===== src/common/audio_regs_defs.svh =====
// Register offsets, field positions and reset values for the serial audio register block.
// Assumes a 16-bit byte address space with one 8-bit register per address.
`ifndef AUDIO_REGS_DEFS_SVH
`define AUDIO_REGS_DEFS_SVH

`define AUD_ADDR_W            16
`define AUD_OFF_CONFIG_LOW    16'hdf40
`define AUD_OFF_CONFIG_HIGH   16'hdf41
`define AUD_OFF_DATA_LOW      16'hdf42
`define AUD_OFF_DATA_HIGH     16'hdf43
`define AUD_OFF_WORD_COUNT    16'hdf44
`define AUD_OFF_STATUS        16'hdf45
`define AUD_OFF_DIVIDER_DENOMINATOR_LOW     16'hdf46
`define AUD_OFF_NUMER_LOW     16'hdf47
`define AUD_OFF_DIV_HIGH      16'hdf48

`define AUD_RST_DATA          8'h00
`define AUD_RST_WORD_COUNT    8'h00
`define AUD_RST_DIVIDER_DENOMINATOR_LOW     8'h93
`define AUD_RST_NUMER_LOW     8'he2
`define AUD_RST_DIVIDER_DENOMINATOR_HIGH    1'b0
`define AUD_RST_NUMER_HIGH    7'h04
`define AUD_RST_WORD_SIZE     5'h0f
`define AUD_RST_TRIG_SEL      2'h0

`define AUD_CFG_ENABLE_BIT    0
`define AUD_CFG_MASTER_BIT    1
`define AUD_CFG_TRIG_LSB      1
`define AUD_CFG_TRIG_MSB      2
`define AUD_CFG_WSIZE_LSB     3
`define AUD_CFG_WSIZE_MSB     7

`define AUD_ST_TX_UNDERFLOW   7
`define AUD_ST_RX_OVERFLOW    6
`define AUD_ST_TX_CHANNEL     5
`define AUD_ST_RX_CHANNEL     4
`define AUD_ST_TX_IRQ         3
`define AUD_ST_RX_IRQ         2
`define AUD_ST_CNT_HI_MSB     1

`define AUD_DIV_DIVIDER_DENOMINATOR_HI_BIT  7
`define AUD_DIV_NUMER_HI_MSB  6

`endif


===== src/common/audio_regs_pkg.sv =====
// Types shared by the serial audio register block and its bench.
// Assumes the constants of audio_regs_defs.svh for all numeric values.
package audio_regs_pkg;

	typedef enum logic [1:0] {
		TRIG_REG_WRITE = 2'h0,
		TRIG_FRAME_SOF = 2'h1,
		TRIG_PIN_EVENT = 2'h2,
		TRIG_TIMER_EVT = 2'h3
	} trig_sel_t;

	typedef struct packed {
		logic sck;
		logic ws;
		logic sd;
	} link_in_t;

	typedef struct packed {
		logic sck;
		logic sck_oe;
		logic ws;
		logic ws_oe;
		logic sd;
	} link_out_t;

	typedef struct packed {
		logic sof;
		logic pin;
		logic timer;
	} trig_in_t;

endpackage


===== src/hdl/audio_regs.sv =====
// Serial audio data, status and clock registers with a compact serializer behind them.
// Assumes a CPU on the plain register port and a codec on the link pins, all synchronous to
// i_ref_clk; trigger inputs are one-cycle pulses.
//
// Function
// Two data high writes without a low write clear the transmit low byte.
// Both data bytes return to zero on wake from deep sleep modes.
// Reading data high clears receive interrupt flag and empties receive buffer.
// Writing data high clears transmit interrupt flag (bit 3) and fills transmit buffer.
// Word count register shows low 8 bits of counter at last trigger.
// Status bits 1:0 show counter upper bits at last trigger; read-only, reset zero.
// Any word count write snapshots the live counter then clears it.
// Status bit 7 sets on transmit underflow; software writes zero to clear.
// Status bit 6 sets on receive overflow; software writes zero to clear.
// Status bit 5 shows channel to load next: zero left, one right.
// Status bit 4 shows channel of received word: zero left, one right.
// Status bit 2 receive flag: software may set, data high read clears.
// Denominator is 9 bits: low register plus divider high bit 7.
// Numerator is 15 bits: low register plus divider high bits 6:0.
// Master bit clock comes from a fractional divider of numerator over denominator.
// Transmit flag sets when buffer empties; receive flag sets on a received word.
// Master drives clock and word select; slave takes both from pins.
// Five-bit field holds sample length minus one, reset sixteen bits.
// Trigger select: register write, frame start, pin event, timer event.
// Enable bit activates the link; disabled, the serializer stays idle.
//
// Chosen here: the strobed register port.
`timescale 1ns/1ps
`include "audio_regs_defs.svh"

module audio_regs
	import audio_regs_pkg::*;
#(
	parameter int WORD_W = 16,
	parameter int CNT_W  = 10
)
(
	input  wire logic                   i_ref_clk,
	input  wire logic                   i_rst,
	input  wire logic                   i_wake,
	input  wire logic [`AUD_ADDR_W-1:0] i_addr,
	input  wire logic [7:0]             i_wdata,
	input  wire logic                   i_wr,
	input  wire logic                   i_rd,
	output logic      [7:0]             o_rdata,
	input  wire trig_in_t               i_trig,
	input  wire link_in_t               i_link,
	output link_out_t                   o_link
);

	generate
		if (WORD_W != 16 || CNT_W != 10)
		begin : g_check
			$error("audio_regs supports only a 16-bit data word and a 10-bit counter");
		end
	endgenerate

	// Register write and read decode.
	logic wr_cfg_lo, wr_cfg_hi, wr_dat_lo, wr_dat_hi, wr_word_counter_value, wr_stat;
	logic wr_den_lo, wr_num_lo, wr_div_hi, rd_dat_hi;
	assign wr_cfg_lo = i_wr && i_addr == `AUD_OFF_CONFIG_LOW;
	assign wr_cfg_hi = i_wr && i_addr == `AUD_OFF_CONFIG_HIGH;
	assign wr_dat_lo = i_wr && i_addr == `AUD_OFF_DATA_LOW;
	assign wr_dat_hi = i_wr && i_addr == `AUD_OFF_DATA_HIGH;
	assign wr_word_counter_value   = i_wr && i_addr == `AUD_OFF_WORD_COUNT;
	assign wr_stat   = i_wr && i_addr == `AUD_OFF_STATUS;
	assign wr_den_lo = i_wr && i_addr == `AUD_OFF_DIVIDER_DENOMINATOR_LOW;
	assign wr_num_lo = i_wr && i_addr == `AUD_OFF_NUMER_LOW;
	assign wr_div_hi = i_wr && i_addr == `AUD_OFF_DIV_HIGH;
	assign rd_dat_hi = i_rd && i_addr == `AUD_OFF_DATA_HIGH;

	// Configuration.
	logic            interface_enable_reg;
	logic            master_mode_reg;
	logic [4:0]      word_size_reg;
	trig_sel_t       snapshot_trigger_select_reg;
	logic [7:0]      divider_denominator_low_reg;
	logic [7:0]      divider_numerator_low_reg;
	logic [7:0]      divider_high_bits_reg;
	logic [8:0]      divider_denominator;
	logic [14:0]     divider_numerator;

	always_ff @(posedge i_ref_clk)
	begin
		if (i_rst)
		begin
			interface_enable_reg        <= 1'b0;
			master_mode_reg             <= 1'b0;
			word_size_reg               <= `AUD_RST_WORD_SIZE;
			snapshot_trigger_select_reg <= TRIG_REG_WRITE;
		end
		else
		begin
			if (wr_cfg_lo)
			begin
				interface_enable_reg <= i_wdata[`AUD_CFG_ENABLE_BIT];
				master_mode_reg      <= i_wdata[`AUD_CFG_MASTER_BIT];
			end
			if (wr_cfg_hi)
			begin
				word_size_reg <= i_wdata[`AUD_CFG_WSIZE_MSB:`AUD_CFG_WSIZE_LSB];
				snapshot_trigger_select_reg <=
					trig_sel_t'(i_wdata[`AUD_CFG_TRIG_MSB:`AUD_CFG_TRIG_LSB]);
			end
		end
	end

	always_ff @(posedge i_ref_clk)
	begin
		if (i_rst)
		begin
			divider_denominator_low_reg <= `AUD_RST_DIVIDER_DENOMINATOR_LOW;
			divider_numerator_low_reg   <= `AUD_RST_NUMER_LOW;
			divider_high_bits_reg       <= {`AUD_RST_DIVIDER_DENOMINATOR_HIGH, `AUD_RST_NUMER_HIGH};
		end
		else
		begin
			if (wr_den_lo)
				divider_denominator_low_reg <= i_wdata;
			if (wr_num_lo)
				divider_numerator_low_reg <= i_wdata;
			if (wr_div_hi)
				divider_high_bits_reg <= i_wdata;
		end
	end

	assign divider_denominator = {divider_high_bits_reg[`AUD_DIV_DIVIDER_DENOMINATOR_HI_BIT],
		divider_denominator_low_reg};
	assign divider_numerator = {divider_high_bits_reg[`AUD_DIV_NUMER_HI_MSB:0],
		divider_numerator_low_reg};

	// Fractional divider: the half period of the bit clock is numerator/denominator system
	// clocks. A numerator below the denominator would need more than one toggle per cycle,
	// so the toggle rate then saturates at one per cycle.
	logic [15:0] frac_acc_reg;
	logic [15:0] frac_sum;
	logic        frac_toggle;
	logic        master_sck_reg;
	logic        link_active;
	assign link_active = interface_enable_reg;
	assign frac_sum    = frac_acc_reg + {7'h00, divider_denominator};
	assign frac_toggle = frac_sum >= {1'b0, divider_numerator};

	always_ff @(posedge i_ref_clk)
	begin
		if (i_rst || !link_active || !master_mode_reg)
		begin
			frac_acc_reg   <= 16'h0000;
			master_sck_reg <= 1'b0;
		end
		else if (frac_toggle)
		begin
			frac_acc_reg   <= frac_sum - {1'b0, divider_numerator};
			master_sck_reg <= ~master_sck_reg;
		end
		else
			frac_acc_reg <= frac_sum;
	end

	// Bit clock edges, from the divider in master mode or from the pin in slave mode.
	logic sck_now, sck_prev_reg, sck_rise, sck_fall;
	assign sck_now = master_mode_reg ? master_sck_reg : i_link.sck;

	always_ff @(posedge i_ref_clk)
	begin
		if (i_rst)
			sck_prev_reg <= 1'b0;
		else
			sck_prev_reg <= sck_now;
	end

	assign sck_rise = link_active && sck_now && !sck_prev_reg;
	assign sck_fall = link_active && !sck_now && sck_prev_reg;

	// Word select: counted out in master mode, taken from the pin in slave mode.
	logic       master_ws_reg;
	logic [4:0] bit_cnt_reg;
	logic       ws_now, ws_seen_reg, ws_change;

	always_ff @(posedge i_ref_clk)
	begin
		if (i_rst || !link_active)
		begin
			master_ws_reg <= 1'b0;
			bit_cnt_reg   <= 5'h00;
		end
		else if (sck_fall && master_mode_reg)
		begin
			if (bit_cnt_reg >= word_size_reg)
			begin
				bit_cnt_reg   <= 5'h00;
				master_ws_reg <= ~master_ws_reg;
			end
			else
				bit_cnt_reg <= bit_cnt_reg + 5'h01;
		end
	end

	assign ws_now    = master_mode_reg ? master_ws_reg : i_link.ws;
	assign ws_change = sck_fall && ws_now != ws_seen_reg;

	always_ff @(posedge i_ref_clk)
	begin
		if (i_rst || !link_active)
			ws_seen_reg <= 1'b0;
		else if (sck_fall)
			ws_seen_reg <= ws_now;
	end

	// Transmit holding register and shifter.
	logic [7:0]        tx_low_reg, tx_high_reg;
	logic              tx_full_reg, low_written_reg;
	logic [WORD_W-1:0] tx_shift_reg;
	logic              tx_load, tx_empty_event, tx_underflow_event;
	assign tx_load            = ws_change;
	assign tx_empty_event     = tx_load && tx_full_reg;
	assign tx_underflow_event = tx_load && !tx_full_reg;

	always_ff @(posedge i_ref_clk)
	begin
		if (i_rst || i_wake)
		begin
			tx_low_reg  <= `AUD_RST_DATA;
			tx_high_reg <= `AUD_RST_DATA;
		end
		else if (wr_dat_lo)
			tx_low_reg <= i_wdata;
		else if (wr_dat_hi)
		begin
			tx_high_reg <= i_wdata;
			if (!low_written_reg)
				tx_low_reg <= `AUD_RST_DATA;
		end
	end

	always_ff @(posedge i_ref_clk)
	begin
		if (i_rst)
			low_written_reg <= 1'b0;
		else if (wr_dat_lo)
			low_written_reg <= 1'b1;
		else if (wr_dat_hi)
			low_written_reg <= 1'b0;
	end

	// A high-byte write in the same cycle as a load refills the buffer, so the write wins.
	always_ff @(posedge i_ref_clk)
	begin
		if (i_rst)
			tx_full_reg <= 1'b0;
		else if (wr_dat_hi)
			tx_full_reg <= 1'b1;
		else if (tx_load)
			tx_full_reg <= 1'b0;
	end

	always_ff @(posedge i_ref_clk)
	begin
		if (i_rst || !link_active)
			tx_shift_reg <= '0;
		else if (tx_load)
			tx_shift_reg <= {tx_high_reg, tx_low_reg};
		else if (sck_fall)
			tx_shift_reg <= {tx_shift_reg[WORD_W-2:0], 1'b0};
	end

	// Receive shifter and holding buffer.
	logic [WORD_W-1:0] rx_shift_reg, rx_hold_reg;
	logic              rx_full_reg, rx_word_event;
	assign rx_word_event = ws_change;

	always_ff @(posedge i_ref_clk)
	begin
		if (i_rst || !link_active)
			rx_shift_reg <= '0;
		else if (sck_rise)
			rx_shift_reg <= {rx_shift_reg[WORD_W-2:0], i_link.sd};
	end

	always_ff @(posedge i_ref_clk)
	begin
		if (i_rst || i_wake)
			rx_hold_reg <= {`AUD_RST_DATA, `AUD_RST_DATA};
		else if (rx_word_event)
			rx_hold_reg <= rx_shift_reg;
	end

	always_ff @(posedge i_ref_clk)
	begin
		if (i_rst)
			rx_full_reg <= 1'b0;
		else if (rx_word_event)
			rx_full_reg <= 1'b1;
		else if (rd_dat_hi)
			rx_full_reg <= 1'b0;
	end

	// Status flags; a hardware set always wins over a clear in the same cycle.
	logic tx_underflow_flag_reg, rx_overflow_flag_reg;
	logic tx_next_channel_reg, rx_current_channel_reg;
	logic tx_irq_pending_reg, rx_irq_pending_reg;

	always_ff @(posedge i_ref_clk)
	begin
		if (i_rst)
		begin
			tx_underflow_flag_reg <= 1'b0;
			rx_overflow_flag_reg  <= 1'b0;
		end
		else
		begin
			if (tx_underflow_event)
				tx_underflow_flag_reg <= 1'b1;
			else if (wr_stat)
				tx_underflow_flag_reg <= i_wdata[`AUD_ST_TX_UNDERFLOW];
			if (rx_word_event && rx_full_reg)
				rx_overflow_flag_reg <= 1'b1;
			else if (wr_stat)
				rx_overflow_flag_reg <= i_wdata[`AUD_ST_RX_OVERFLOW];
		end
	end

	always_ff @(posedge i_ref_clk)
	begin
		if (i_rst)
		begin
			tx_next_channel_reg    <= 1'b0;
			rx_current_channel_reg <= 1'b0;
		end
		else
		begin
			if (tx_load)
				tx_next_channel_reg <= ~ws_now;
			if (rx_word_event)
				rx_current_channel_reg <= ws_seen_reg;
		end
	end

	always_ff @(posedge i_ref_clk)
	begin
		if (i_rst)
		begin
			tx_irq_pending_reg <= 1'b0;
			rx_irq_pending_reg <= 1'b0;
		end
		else
		begin
			if (tx_empty_event || (wr_stat && i_wdata[`AUD_ST_TX_IRQ]))
				tx_irq_pending_reg <= 1'b1;
			else if (wr_dat_hi)
				tx_irq_pending_reg <= 1'b0;
			if (rx_word_event || (wr_stat && i_wdata[`AUD_ST_RX_IRQ]))
				rx_irq_pending_reg <= 1'b1;
			else if (rd_dat_hi)
				rx_irq_pending_reg <= 1'b0;
		end
	end

	// Word counter, one count per word loaded for transmission, with trigger snapshot.
	logic [CNT_W-1:0] word_counter_value_reg, word_count_snapshot_reg;
	logic             snap_trigger;

	always_comb
	begin
		snap_trigger = wr_word_counter_value;
		case (snapshot_trigger_select_reg)
			TRIG_FRAME_SOF: snap_trigger = wr_word_counter_value || i_trig.sof;
			TRIG_PIN_EVENT: snap_trigger = wr_word_counter_value || i_trig.pin;
			TRIG_TIMER_EVT: snap_trigger = wr_word_counter_value || i_trig.timer;
			default:        snap_trigger = wr_word_counter_value;
		endcase
	end

	// A word loaded in the trigger cycle is counted into the fresh count, not lost.
	always_ff @(posedge i_ref_clk)
	begin
		if (i_rst)
		begin
			word_counter_value_reg  <= '0;
			word_count_snapshot_reg <= '0;
		end
		else if (snap_trigger)
		begin
			word_count_snapshot_reg <= word_counter_value_reg;
			word_counter_value_reg  <= tx_load ? {{(CNT_W-1){1'b0}}, 1'b1} : '0;
		end
		else if (tx_load)
			word_counter_value_reg <= word_counter_value_reg + 1'b1;
	end

	// Read port: data stand in the cycle after the read strobe, zero elsewhere.
	logic [7:0] status_view;
	assign status_view = {tx_underflow_flag_reg, rx_overflow_flag_reg, tx_next_channel_reg,
		rx_current_channel_reg, tx_irq_pending_reg, rx_irq_pending_reg,
		word_count_snapshot_reg[CNT_W-1:8]};

	always_ff @(posedge i_ref_clk)
	begin
		if (i_rst || !i_rd)
			o_rdata <= 8'h00;
		else if (i_addr == `AUD_OFF_CONFIG_LOW)
			o_rdata <= {6'h00, master_mode_reg, interface_enable_reg};
		else if (i_addr == `AUD_OFF_CONFIG_HIGH)
			o_rdata <= {word_size_reg, snapshot_trigger_select_reg, 1'b0};
		else if (i_addr == `AUD_OFF_DATA_LOW)
			o_rdata <= rx_hold_reg[7:0];
		else if (i_addr == `AUD_OFF_DATA_HIGH)
			o_rdata <= rx_hold_reg[15:8];
		else if (i_addr == `AUD_OFF_WORD_COUNT)
			o_rdata <= word_count_snapshot_reg[7:0];
		else if (i_addr == `AUD_OFF_STATUS)
			o_rdata <= status_view;
		else if (i_addr == `AUD_OFF_DIVIDER_DENOMINATOR_LOW)
			o_rdata <= divider_denominator_low_reg;
		else if (i_addr == `AUD_OFF_NUMER_LOW)
			o_rdata <= divider_numerator_low_reg;
		else if (i_addr == `AUD_OFF_DIV_HIGH)
			o_rdata <= divider_high_bits_reg;
		else
			o_rdata <= 8'h00;
	end

	// Link outputs. The data bit is registered and follows the shifter MSB.
	logic sd_out_reg;
	always_ff @(posedge i_ref_clk)
	begin
		if (i_rst)
			sd_out_reg <= 1'b0;
		else
			sd_out_reg <= tx_shift_reg[WORD_W-1];
	end

	assign o_link.sck    = master_sck_reg;
	assign o_link.sck_oe = link_active && master_mode_reg;
	assign o_link.ws     = master_ws_reg;
	assign o_link.ws_oe  = link_active && master_mode_reg;
	assign o_link.sd     = sd_out_reg;

endmodule


===== config.mk =====
export PLATFORM = sky130hd
export DESIGN_NAME = audio_regs
export DESIGN_NICKNAME = d
export VERILOG_FILES = /design/src/common/audio_regs_pkg.sv /design/src/hdl/audio_regs.sv
export VERILOG_INCLUDE_DIRS = /design/src /design/src/common
export SDC_FILE = /design/constraint.sdc
export NUM_CORES = 1
export LEC_CHECK = 0
export BUFFER_PORTS_ARGS = -buffer_cell sky130_fd_sc_hd__buf_2
export CAP_MARGIN = 20
export CORE_ASPECT_RATIO = 1.25
export CORE_UTILIZATION = 55
export CTS_CLUSTER_DIAMETER = 40
export DETAILED_ROUTE_END_ITERATION = 10
export PLACE_DENSITY_LB_ADDON = 0.25
export SETUP_SLACK_MARGIN = 0.3
export SLEW_MARGIN = 20
export SYNTH_ARGS = -nofsm -noshare
export SYNTH_HDL_FRONTEND = slang
export SYNTH_SLANG_ARGS = --single-unit

===== constraint.sdc =====
create_clock -name i_ref_clk -period 4 [get_ports i_ref_clk]
set_clock_uncertainty 0.05 [all_clocks]
set_input_delay 0.2 -clock i_ref_clk [delete_from_list [all_inputs] [get_ports i_ref_clk]]
set_output_delay 0.2 -clock i_ref_clk [all_outputs]
set_load 0.05 [all_outputs]

[After elaboration in Yosys (flattened, before gate mapping)]
Index checks and enable logic that the tools add are counted.
Widths: inputs -> output; s select.
Cells by class
  reductions and logical operators: 50
  shift-type cells: 0
  magnitude comparators: 2
  eq/ne operators: 14
  divide/modulo/power cells: 0
  muxes and demuxes: 34
  multipliers: 0
  $add $sub $neg: 4
  bitwise gates (word level): 4
Operator list (number)
  $eq 16x16->1 const B: 9
  $mux 8: 11
  $mux 16: 3
  $logic_and 1x1->1: 22
  $mux 10: 2
  $reduce_bool 2->1: 9
  $add 16x9->16: 1
  $ge 16x15->1: 1
  $sub 16x15->16: 1
  $mux 1: 15
  $add 10x1->10 const B: 1
  $logic_or 1x1->1: 9
  $logic_not 1->1: 6
  $reduce_and 2->1: 3
  $add 5x1->5 const B: 1
  $ge 5x5->1: 1
  $mux 5: 1
  $eq 2x2->1 const B: 2
  $not 1->1: 4
  $pmux 1 s3: 1
  $eq 2x1->1 const B: 1
  $mux 2: 1
  $ne 2x2->1 const B: 1
  $reduce_or 2->1: 1
  $ne 1x1->1: 1
Word-level totals
  bits of input ports: 35
  bits in writable memories: 0
  memories: 0
  output and inout port bits: 13
  bits in latches: 0
  ROM bits: 0
  word-level logic and storage cells: 140
  register bits: 160

[Logic depth before layout (Yosys ltp)]
Gate-level depths: netlist (run 1).
  depth in word-level cells: 10
  gate-level depth with buffers: 19

[Worst setup path after synthesis (run 1)]
Ideal clock, no wire load.
  path type: flip-flop to flip-flop
  start point: register divider_denominator_low_reg[0]
  end point: register frac_acc_reg[14]
  data arrival time: 3.325 ns
  path buffers: 0
  setup slack: 0.493 ns
  stages on the path, launching flop included: 14
  cells stage by stage: dfxtp_1 ha_1 fa_1 a21o_1 a21oi_1 xnor2_1 ha_1 and3_1 a221oi_4 a211oi_1 o41a_1 and4b_1 a2111oi_0 nor3_1
Between the ends
  word-level cells in the longest chain between the ends: 3
RTL lines
  from (decl): line audio_regs.sv:77  | logic [7:0] divider_denominator_low_reg;
  from (signal assigned): line audio_regs.sv:112  | divider_denominator_low_reg <= `AUD_RST_DIVIDER_DENOMINATOR_LOW;
  from (signal assigned): line audio_regs.sv:119  | divider_denominator_low_reg <= i_wdata;
  $add 16x9->16 *: line audio_regs.sv:141  | assign frac_sum = frac_acc_reg + {7'h00, divider_denominator};
  $sub 16x15->16 / $ge 16x15->1 (equally long branches): line audio_regs.sv:153, audio_regs.sv:142
  $mux 16 *: line audio_regs.sv:151  | else if (frac_toggle)
  to (signal assigned): line audio_regs.sv:153  | frac_acc_reg <= frac_sum - {1'b0, divider_numerator};
  to (signal assigned): line audio_regs.sv:157  | frac_acc_reg <= frac_sum;
  to (decl): line audio_regs.sv:135  | logic [15:0] frac_acc_reg;
Every way passes the cells marked *; elsewhere a longest branch is shown, timed or not.
A chain may end at the register's enable or synchronous reset.

[Final worst setup path (run 1)]
  start point: register divider_denominator_low_reg[0]
  end point: register frac_acc_reg[13]
Same word-level chain as after synthesis.

==> results of run 1 <==
-- worst max-delay path: cells and delay by family, from the launching register on --
kind                       cells  cell delay (ns)
buffers and inverters          3             0.33
DFF                            1             0.36
AOI/OAI and AO/OA              6             1.00
adders and majority gates      3             0.79
xor gates and xnor gates       1             0.19
and+or+nand+nor                6             0.96
-- where the power goes --
part / switching [mW] / leakage [nW] / internal [mW]
Combinational: 0.0718 / 2.23 / 0.0328
Sequential: 0.000781 / 1.29 / 1.59
Clock: 0.713 / 0.275 / 0.874
-- final cells by class --
cell class,count,area (sq um)
repair buffers,82,531.8
clock buffers,17,425.4
well taps,178,222.7
inverters,31,116.4
multi-input cells,690,4726
fillers,1203,5031
flip-flops and latches,160,3208
clock inverters,15,146.4
-- metal layers --
layer  vias up  global-route usage, %
met5         -                      0
met4         0                  16.44
met3        71                  4.065
met1      3264                  32.30
met2       188                  49.31
li1       3394                      -
-- Yosys cell counts (all sizes together) (4+ instances only) --
library cell  count  area, sq um
dfxtp           160         3203
a22oi            17        127.6
nand2b            8        50.05
and3              9        61.31
a22o              7        61.31
nand3            16        80.08
ha               31        387.9
nor3             13        65.06
clkbuf           34        127.6
a21o             12        90.09
inv              30        112.6
nand4            13        87.58
a211o             8        70.07
mux2i            83        834.6
xor2             23        201.4
buf              19        123.9
a21oi            65        325.3
a211oi           26        195.2
nor2b            19        118.9
o21ai            32        160.1
nor4              4        52.55
nor2            124        468.0
o211ai            5        37.54
and2              6        37.54
xnor2            15        150.2
nand2            97        364.1
a31oi             4        25.02
-- what timing repair did --
action                                  4_1_cts  5_1_grt
endpoints found under the hold margin         1        0
setup buffers                                 5       12
hold buffers                                  1        0
pin swaps                                     6       20
resized for setup                            12       31
endpoints found under the setup margin       17       17
-- worst paths after layout --
check,endpoint,from,depth (start not counted),slack (ns)
setup / recovery,frac_acc_reg[13],divider_denominator_low_reg[0],19,0.24
hold / removal,sck_prev_reg,i_link[2],3,0.03
setup reg to reg,frac_acc_reg[13],divider_denominator_low_reg[0],19,0.24
hold reg to reg,rx_hold_reg[15],rx_hold_reg[15],2,0.41
-- cell usage in the layout (no fill, tap or decap), types with 13 or more instances in the layout --
master / instances
a211oi_1: 23
a21oi_1: 62
a22oi_1: 17
buf_2: 47
buf_4: 29
clkbuf_16: 17
dfxtp_1: 158
ha_1: 26
inv_1: 30
mux2i_1: 82
nand2_1: 97
nand3_1: 15
nor2_1: 122
nor2b_1: 17
nor3_1: 13
o21ai_0: 26
xnor2_1: 14
xor2_1: 21
-- metrics by stage --
stage / utilization [%] / power [mW] / std cells / area [sq um]
floorplan: - / 1.686 / 934 / 8132
global placement: 58.88 / 1.731 / 1123 / 8483
detailed placement: 58.88 / 1.731 / 1123 / 8483
CTS: 63.50 / 3.306 / 1161 / 9149
global route: 65.08 / 3.372 / 1173 / 9376
finish: 65.08 / 3.284 / 1173 / 9376
-- cells by family after synthesis --
group,count (synthesis),synth area share [%]
AO/OA/AOI/OAI,204,16.54
XOR/XNOR,38,4.324
adder cells (fa/ha/maj),33,5.262
buffers and inverters,84,4.524
flip-flops,160,39.39
multiplexers,87,10.96
AND/OR/NAND/NOR,328,19.00
==> run_results.csv, run 1 <==
group,metric,value,unit
outcome,status,"completed",
timing,period_minus_slack,3.758,ns
timing,max_freq,266.1,MHz
timing,rsz0062_at_grt,"yes",
clock_tree,clk-insertion-delay-late,0.43,ns
logic_synthesis,synth_cell_type_count,73,
clock_tree,cts_tree,"built",
placement,dpl_worst_slack,0.06379,ns
route,routed-wl-met2,10440,um
placement,gp_congestion,0.8917,
logic_synthesis,syn_area_per_cell,8.706,sq um
timing,hold-worst-slack,0.03353,ns
route,drt_wl_total,21040,um
logic_synthesis,synthCells,934,
power,p_leak,3.795,nW
timing,setup_violations,0,
route,routedWlPerCell,17.94,um
logic_synthesis,synth-warning-count,0,
die,die_area,15280,sq um
power,ir_drop,0.2835,mV
worst_setup_path,crit_type,"register to register",
die,start_util,56.44,%
timing,slew_violations,0,
logic_synthesis,synth_edf_count,0,
cells_and_area,fin_nets,1050,
cells_and_area,syn2layout_area_growth,15.31,%
placement,port_buffers,47,
worst_setup_path,slowest_stage,"fa_2",
die,core,14410,sq um
worst_setup_path,slowest_delay,0.38,ns
grt,grt.total_usage,27.86,%
hold_path,worstHoldPathType,"input port to register",
cells_and_area,antenna_cells,0,
timing,finalCritPeriodShare,93.95,%
worst_setup_path,cp-start-kind,"register",
worst_setup_path,cp.arrival,4.03,ns
clock_tree,path_clk_slew,0.07,ns
timing,relSlewSlack,47.33,%
grt,overflow,0,
clock_tree,cts-root-buf,"clkbuf_16",
cells_and_area,drive_gt1_share,15.88,%
route,top_layer,"met4",
clock_tree,cts_inserted_buffers,17,
placement,dpl.hpwl,14600,um
die,die_w,110.8,um
worst_setup_path,critPathMaxFanout,3,
worst_setup_path,crit_required,4.27,ns
route,first_pass_iters,5,
grt,grt_pass1_wl,33470,um
route,final_antenna_net_count,0,
logic_synthesis,synth-seq-cells,160,
route,vias,6917,
route,via_per_inst,5.897,
logic_synthesis,synth_ff_type,"dfxtp_1",
worst_setup_path,crit_path_end_kind,"register",
grt,grt_antenna_before_repair,0,
clock_tree,numClockSinks,160,
route,wl_met1,8731,um
grt,grt_max_degree,54,
logic_synthesis,yosysSeqAreaShare,39.39,%
route,drc,0,
power,power_density,350.3,nW/um^2
timing,worstMarginPinSlew,0.7872,ns
grt,grt_pass1_vias,6631,
route,drt_iter0_markers,458,
logic_synthesis,async_flop_share,0,%
logic_synthesis,syn_nets,1002,
route,dr_wl_met3,857,um
timing,hold_viol_final,0,
clock_tree,htree_levels,4,
die,rows,49,
timing,tns,0,ns
worst_setup_path,path_cells,"ha_4 -> fa_2 -> a211oi_2 -> o21ai_1 -> o211ai_1 -> nand3_1 -> nand3_2 -> xor2_2 -> inv_1 -> ha_4 -> nor2_2 -> nor2b_2 -> o21ai_2 -> a32oi_2 -> nor2_4 -> buf_6 -> buf_6 -> or2b_1 -> o2111a_1",
clock_tree,clock_path_buffers,2,
timing,fin_ws,0.2421,ns
die,die_h,137.9,um
flow_run,max-cap-violations,0,
logic_synthesis,synth.cell_area,8132,sq um
die,io_pins,48,
Note: power is estimated with default switching activity, not from simulation.
==> inputs of run 2 (changes only) <==
==> constraint.sdc (replaced) <==
create_clock -name i_ref_clk -period 4.5 [get_ports i_ref_clk]
set_clock_uncertainty 0.05 [all_clocks]
set_input_delay 0.225 -clock i_ref_clk [delete_from_list [all_inputs] [get_ports i_ref_clk]]
set_output_delay 0.225 -clock i_ref_clk [all_outputs]
set_load 0.05 [all_outputs]
==> run_results.csv, run 2 (synthesis results as in run 1) <==
group,metric,value,unit
placement,gp_congestion,0.8536,
worst_setup_path,crit_path_end_kind,"register",
cells_and_area,final_cell_mix,"160 x dfxtp_1, 123 x nor2_1, 97 x nand2_1",
clock_tree,clock_path_buffers,2,
clock_tree,clk-insertion-delay-late,0.43,ns
cells_and_area,antenna_cells,0,
route,drt_wl_total,20010,um
die,core,14410,sq um
grt,grt_pass1_wl,32720,um
cells_and_area,multi_input_area,4584,sq um
timing,relSlewSlack,42.06,%
die,rows,49,
clock_tree,htree_levels,4,
clock_tree,cts_tree,"built",
cells_and_area,nFillCells,1279,
grt,grt_pass1_vias,6551,
route,drc,0,
placement,dpl_worst_slack,0.5496,ns
die,die_h,137.9,um
timing,max_freq,255.6,MHz
timing,setup_violations,0,
worst_setup_path,timing.rr.start,"divider_denominator_low_reg[1]",
power,p_leak,3.683,nW
route,first_pass_iters,4,
hold_path,holdPathEnd,"sck_prev_reg",
die,die_w,110.8,um
timing,worstMarginPinSlew,0.8665,ns
clock_tree,numClockSinks,160,
timing,slew_violations,0,
route,via_per_inst,5.895,
die,die_area,15280,sq um
grt,grt_antenna_before_repair,0,
placement,dpl.hpwl,14470,um
clock_tree,cts-root-buf,"clkbuf_16",
worst_setup_path,crit_required,4.77,ns
route,drt_iter0_markers,464,
power,total_power,2.958,mW
worst_setup_path,crit_type,"register to register",
die,io_pins,48,
cells_and_area,final_common_cell,"dfxtp_1",
route,final_antenna_net_count,0,
hold_path,worstHoldPathType,"input port to register",
clock_tree,cts_inserted_buffers,17,
die,start_util,56.44,%
cells_and_area,register_area,3203,sq um
worst_setup_path,worst-r2r-cell-count,14,
worst_setup_path,cp.arrival,4.19,ns
timing,tns,0,ns
worst_setup_path,rr_endpoint,"frac_acc_reg[13]",
cells_and_area,syn2layout_area_growth,11.54,%
outcome,status,"completed",
worst_setup_path,cp-start-kind,"register",
cells_and_area,fin_nets,1027,
route,routedWlPerCell,17.40,um
placement,port_buffers,47,
timing,hold_viol_final,0,
route,vias,6779,
worst_setup_path,ff2ff_setup_slack,0.59,ns
timing,period_minus_slack,3.913,ns
cells_and_area,drive_gt1_share,11.42,%
grt,grt.total_usage,27.20,%
timing,rsz0062_at_grt,"no",
worst_setup_path,critPathMaxFanout,10,
timing,finalCritPeriodShare,86.95,%
clock_tree,path_clk_slew,0.07,ns
flow_run,max-cap-violations,0,
hold_path,hold_depth,3,
timing,fin_ws,0.5873,ns
power,ir_drop,0.3536,mV
power,power_density,326.1,nW/um^2
grt,overflow,0,
clock_tree,cts_setup_buffers,0,
grt,grt_max_degree,52,
hold_path,worstHoldStart,"i_link[2]",
-- run 2: cell count changes in the layout (fill, tap and decap cells not counted), moves of 3 or more --
| cell | delta |
|---|---|
| buf_4 | -19 |
| buf_6 | -3 |
| a21oi_2 | -3 |
| ha_1 | +5 |
| a21oi_1 | +3 |
| ha_4 | -3 |
| o21ai_0 | +3 |
-- run 2: layout make-up --
type	instances	share of cell area, %
Sequential cell	160	35.32
Timing Repair Buffer	59	3.835
Multi-Input combinational cell	690	50.54
Clock buffer	19	4.994
Inverter	31	1.283
Clock inverter	13	1.573
Tap cell	178	2.456
-- run 2: worst max-delay path by stage --
stage	startpoint	to	slack, ns	depth (start not counted)
global route	divider_denominator_low_reg[0]	frac_acc_reg[13]	0.31	18
finish	divider_denominator_low_reg[1]	frac_acc_reg[13]	0.59	14
global placement	divider_denominator_low_reg[0]	frac_acc_reg[14]	0.67	18
detailed placement	divider_denominator_low_reg[0]	frac_acc_reg[14]	0.55	18
CTS	divider_denominator_low_reg[0]	frac_acc_reg[14]	0.40	18
floorplan	divider_denominator_low_reg[0]	frac_acc_reg[14]	0.99	13
-- run 2: what timing repair did --
item | CTS | global route
resized for setup | 0 | 5
hold endpoints to repair | 1 | 0
setup endpoints to repair | 0 | 17
hold buffers | 1 | 0
-- run 2: metrics by stage --
stage | std cells | area (sq um) | utilization [%] | hold WS (ns)
after floorplan | 934 | 8132 | - | 0.2929
after global placement | 1116 | 8418 | 58.43 | 0.3900
after detailed placement | 1117 | 8446 | 58.62 | 0.3947
after CTS | 1150 | 9051 | 62.82 | 0.05131
after global routing | 1150 | 9070 | 62.95 | 0.08868
final | 1150 | 9070 | 62.95 | 0.06224
-- run 2: layer usage --
metal	track usage [%]	up-vias	wire, um
li1	-	3338	-
met1	31.28	3239	8477
met2	49.65	167	10180
met3	5.026	35	749
met4	11.63	0	603
met5	0	-	0
-- run 2: worst max-delay path: stages (launching register included) --
cell and delay [ns]:
dfxtp_1 0.40, ha_1 0.27, a211oi_1 0.28, o21ai_1 0.21, a21boi_0 0.50, xnor2_1 0.17
ha_1 0.37, a21o_1 0.21, a21o_1 0.19, a21oi_1 0.24, a32oi_2 0.17, nor2_2 0.15
buf_4 0.20, or2b_1 0.25, o2111a_1 0.13
-- run 2: where the power goes --
part           switching, mW  internal [mW]
Clock                  0.634          0.816
Combinational         0.0636         0.0281
Sequential          0.000676           1.42
Total                  0.698           2.26
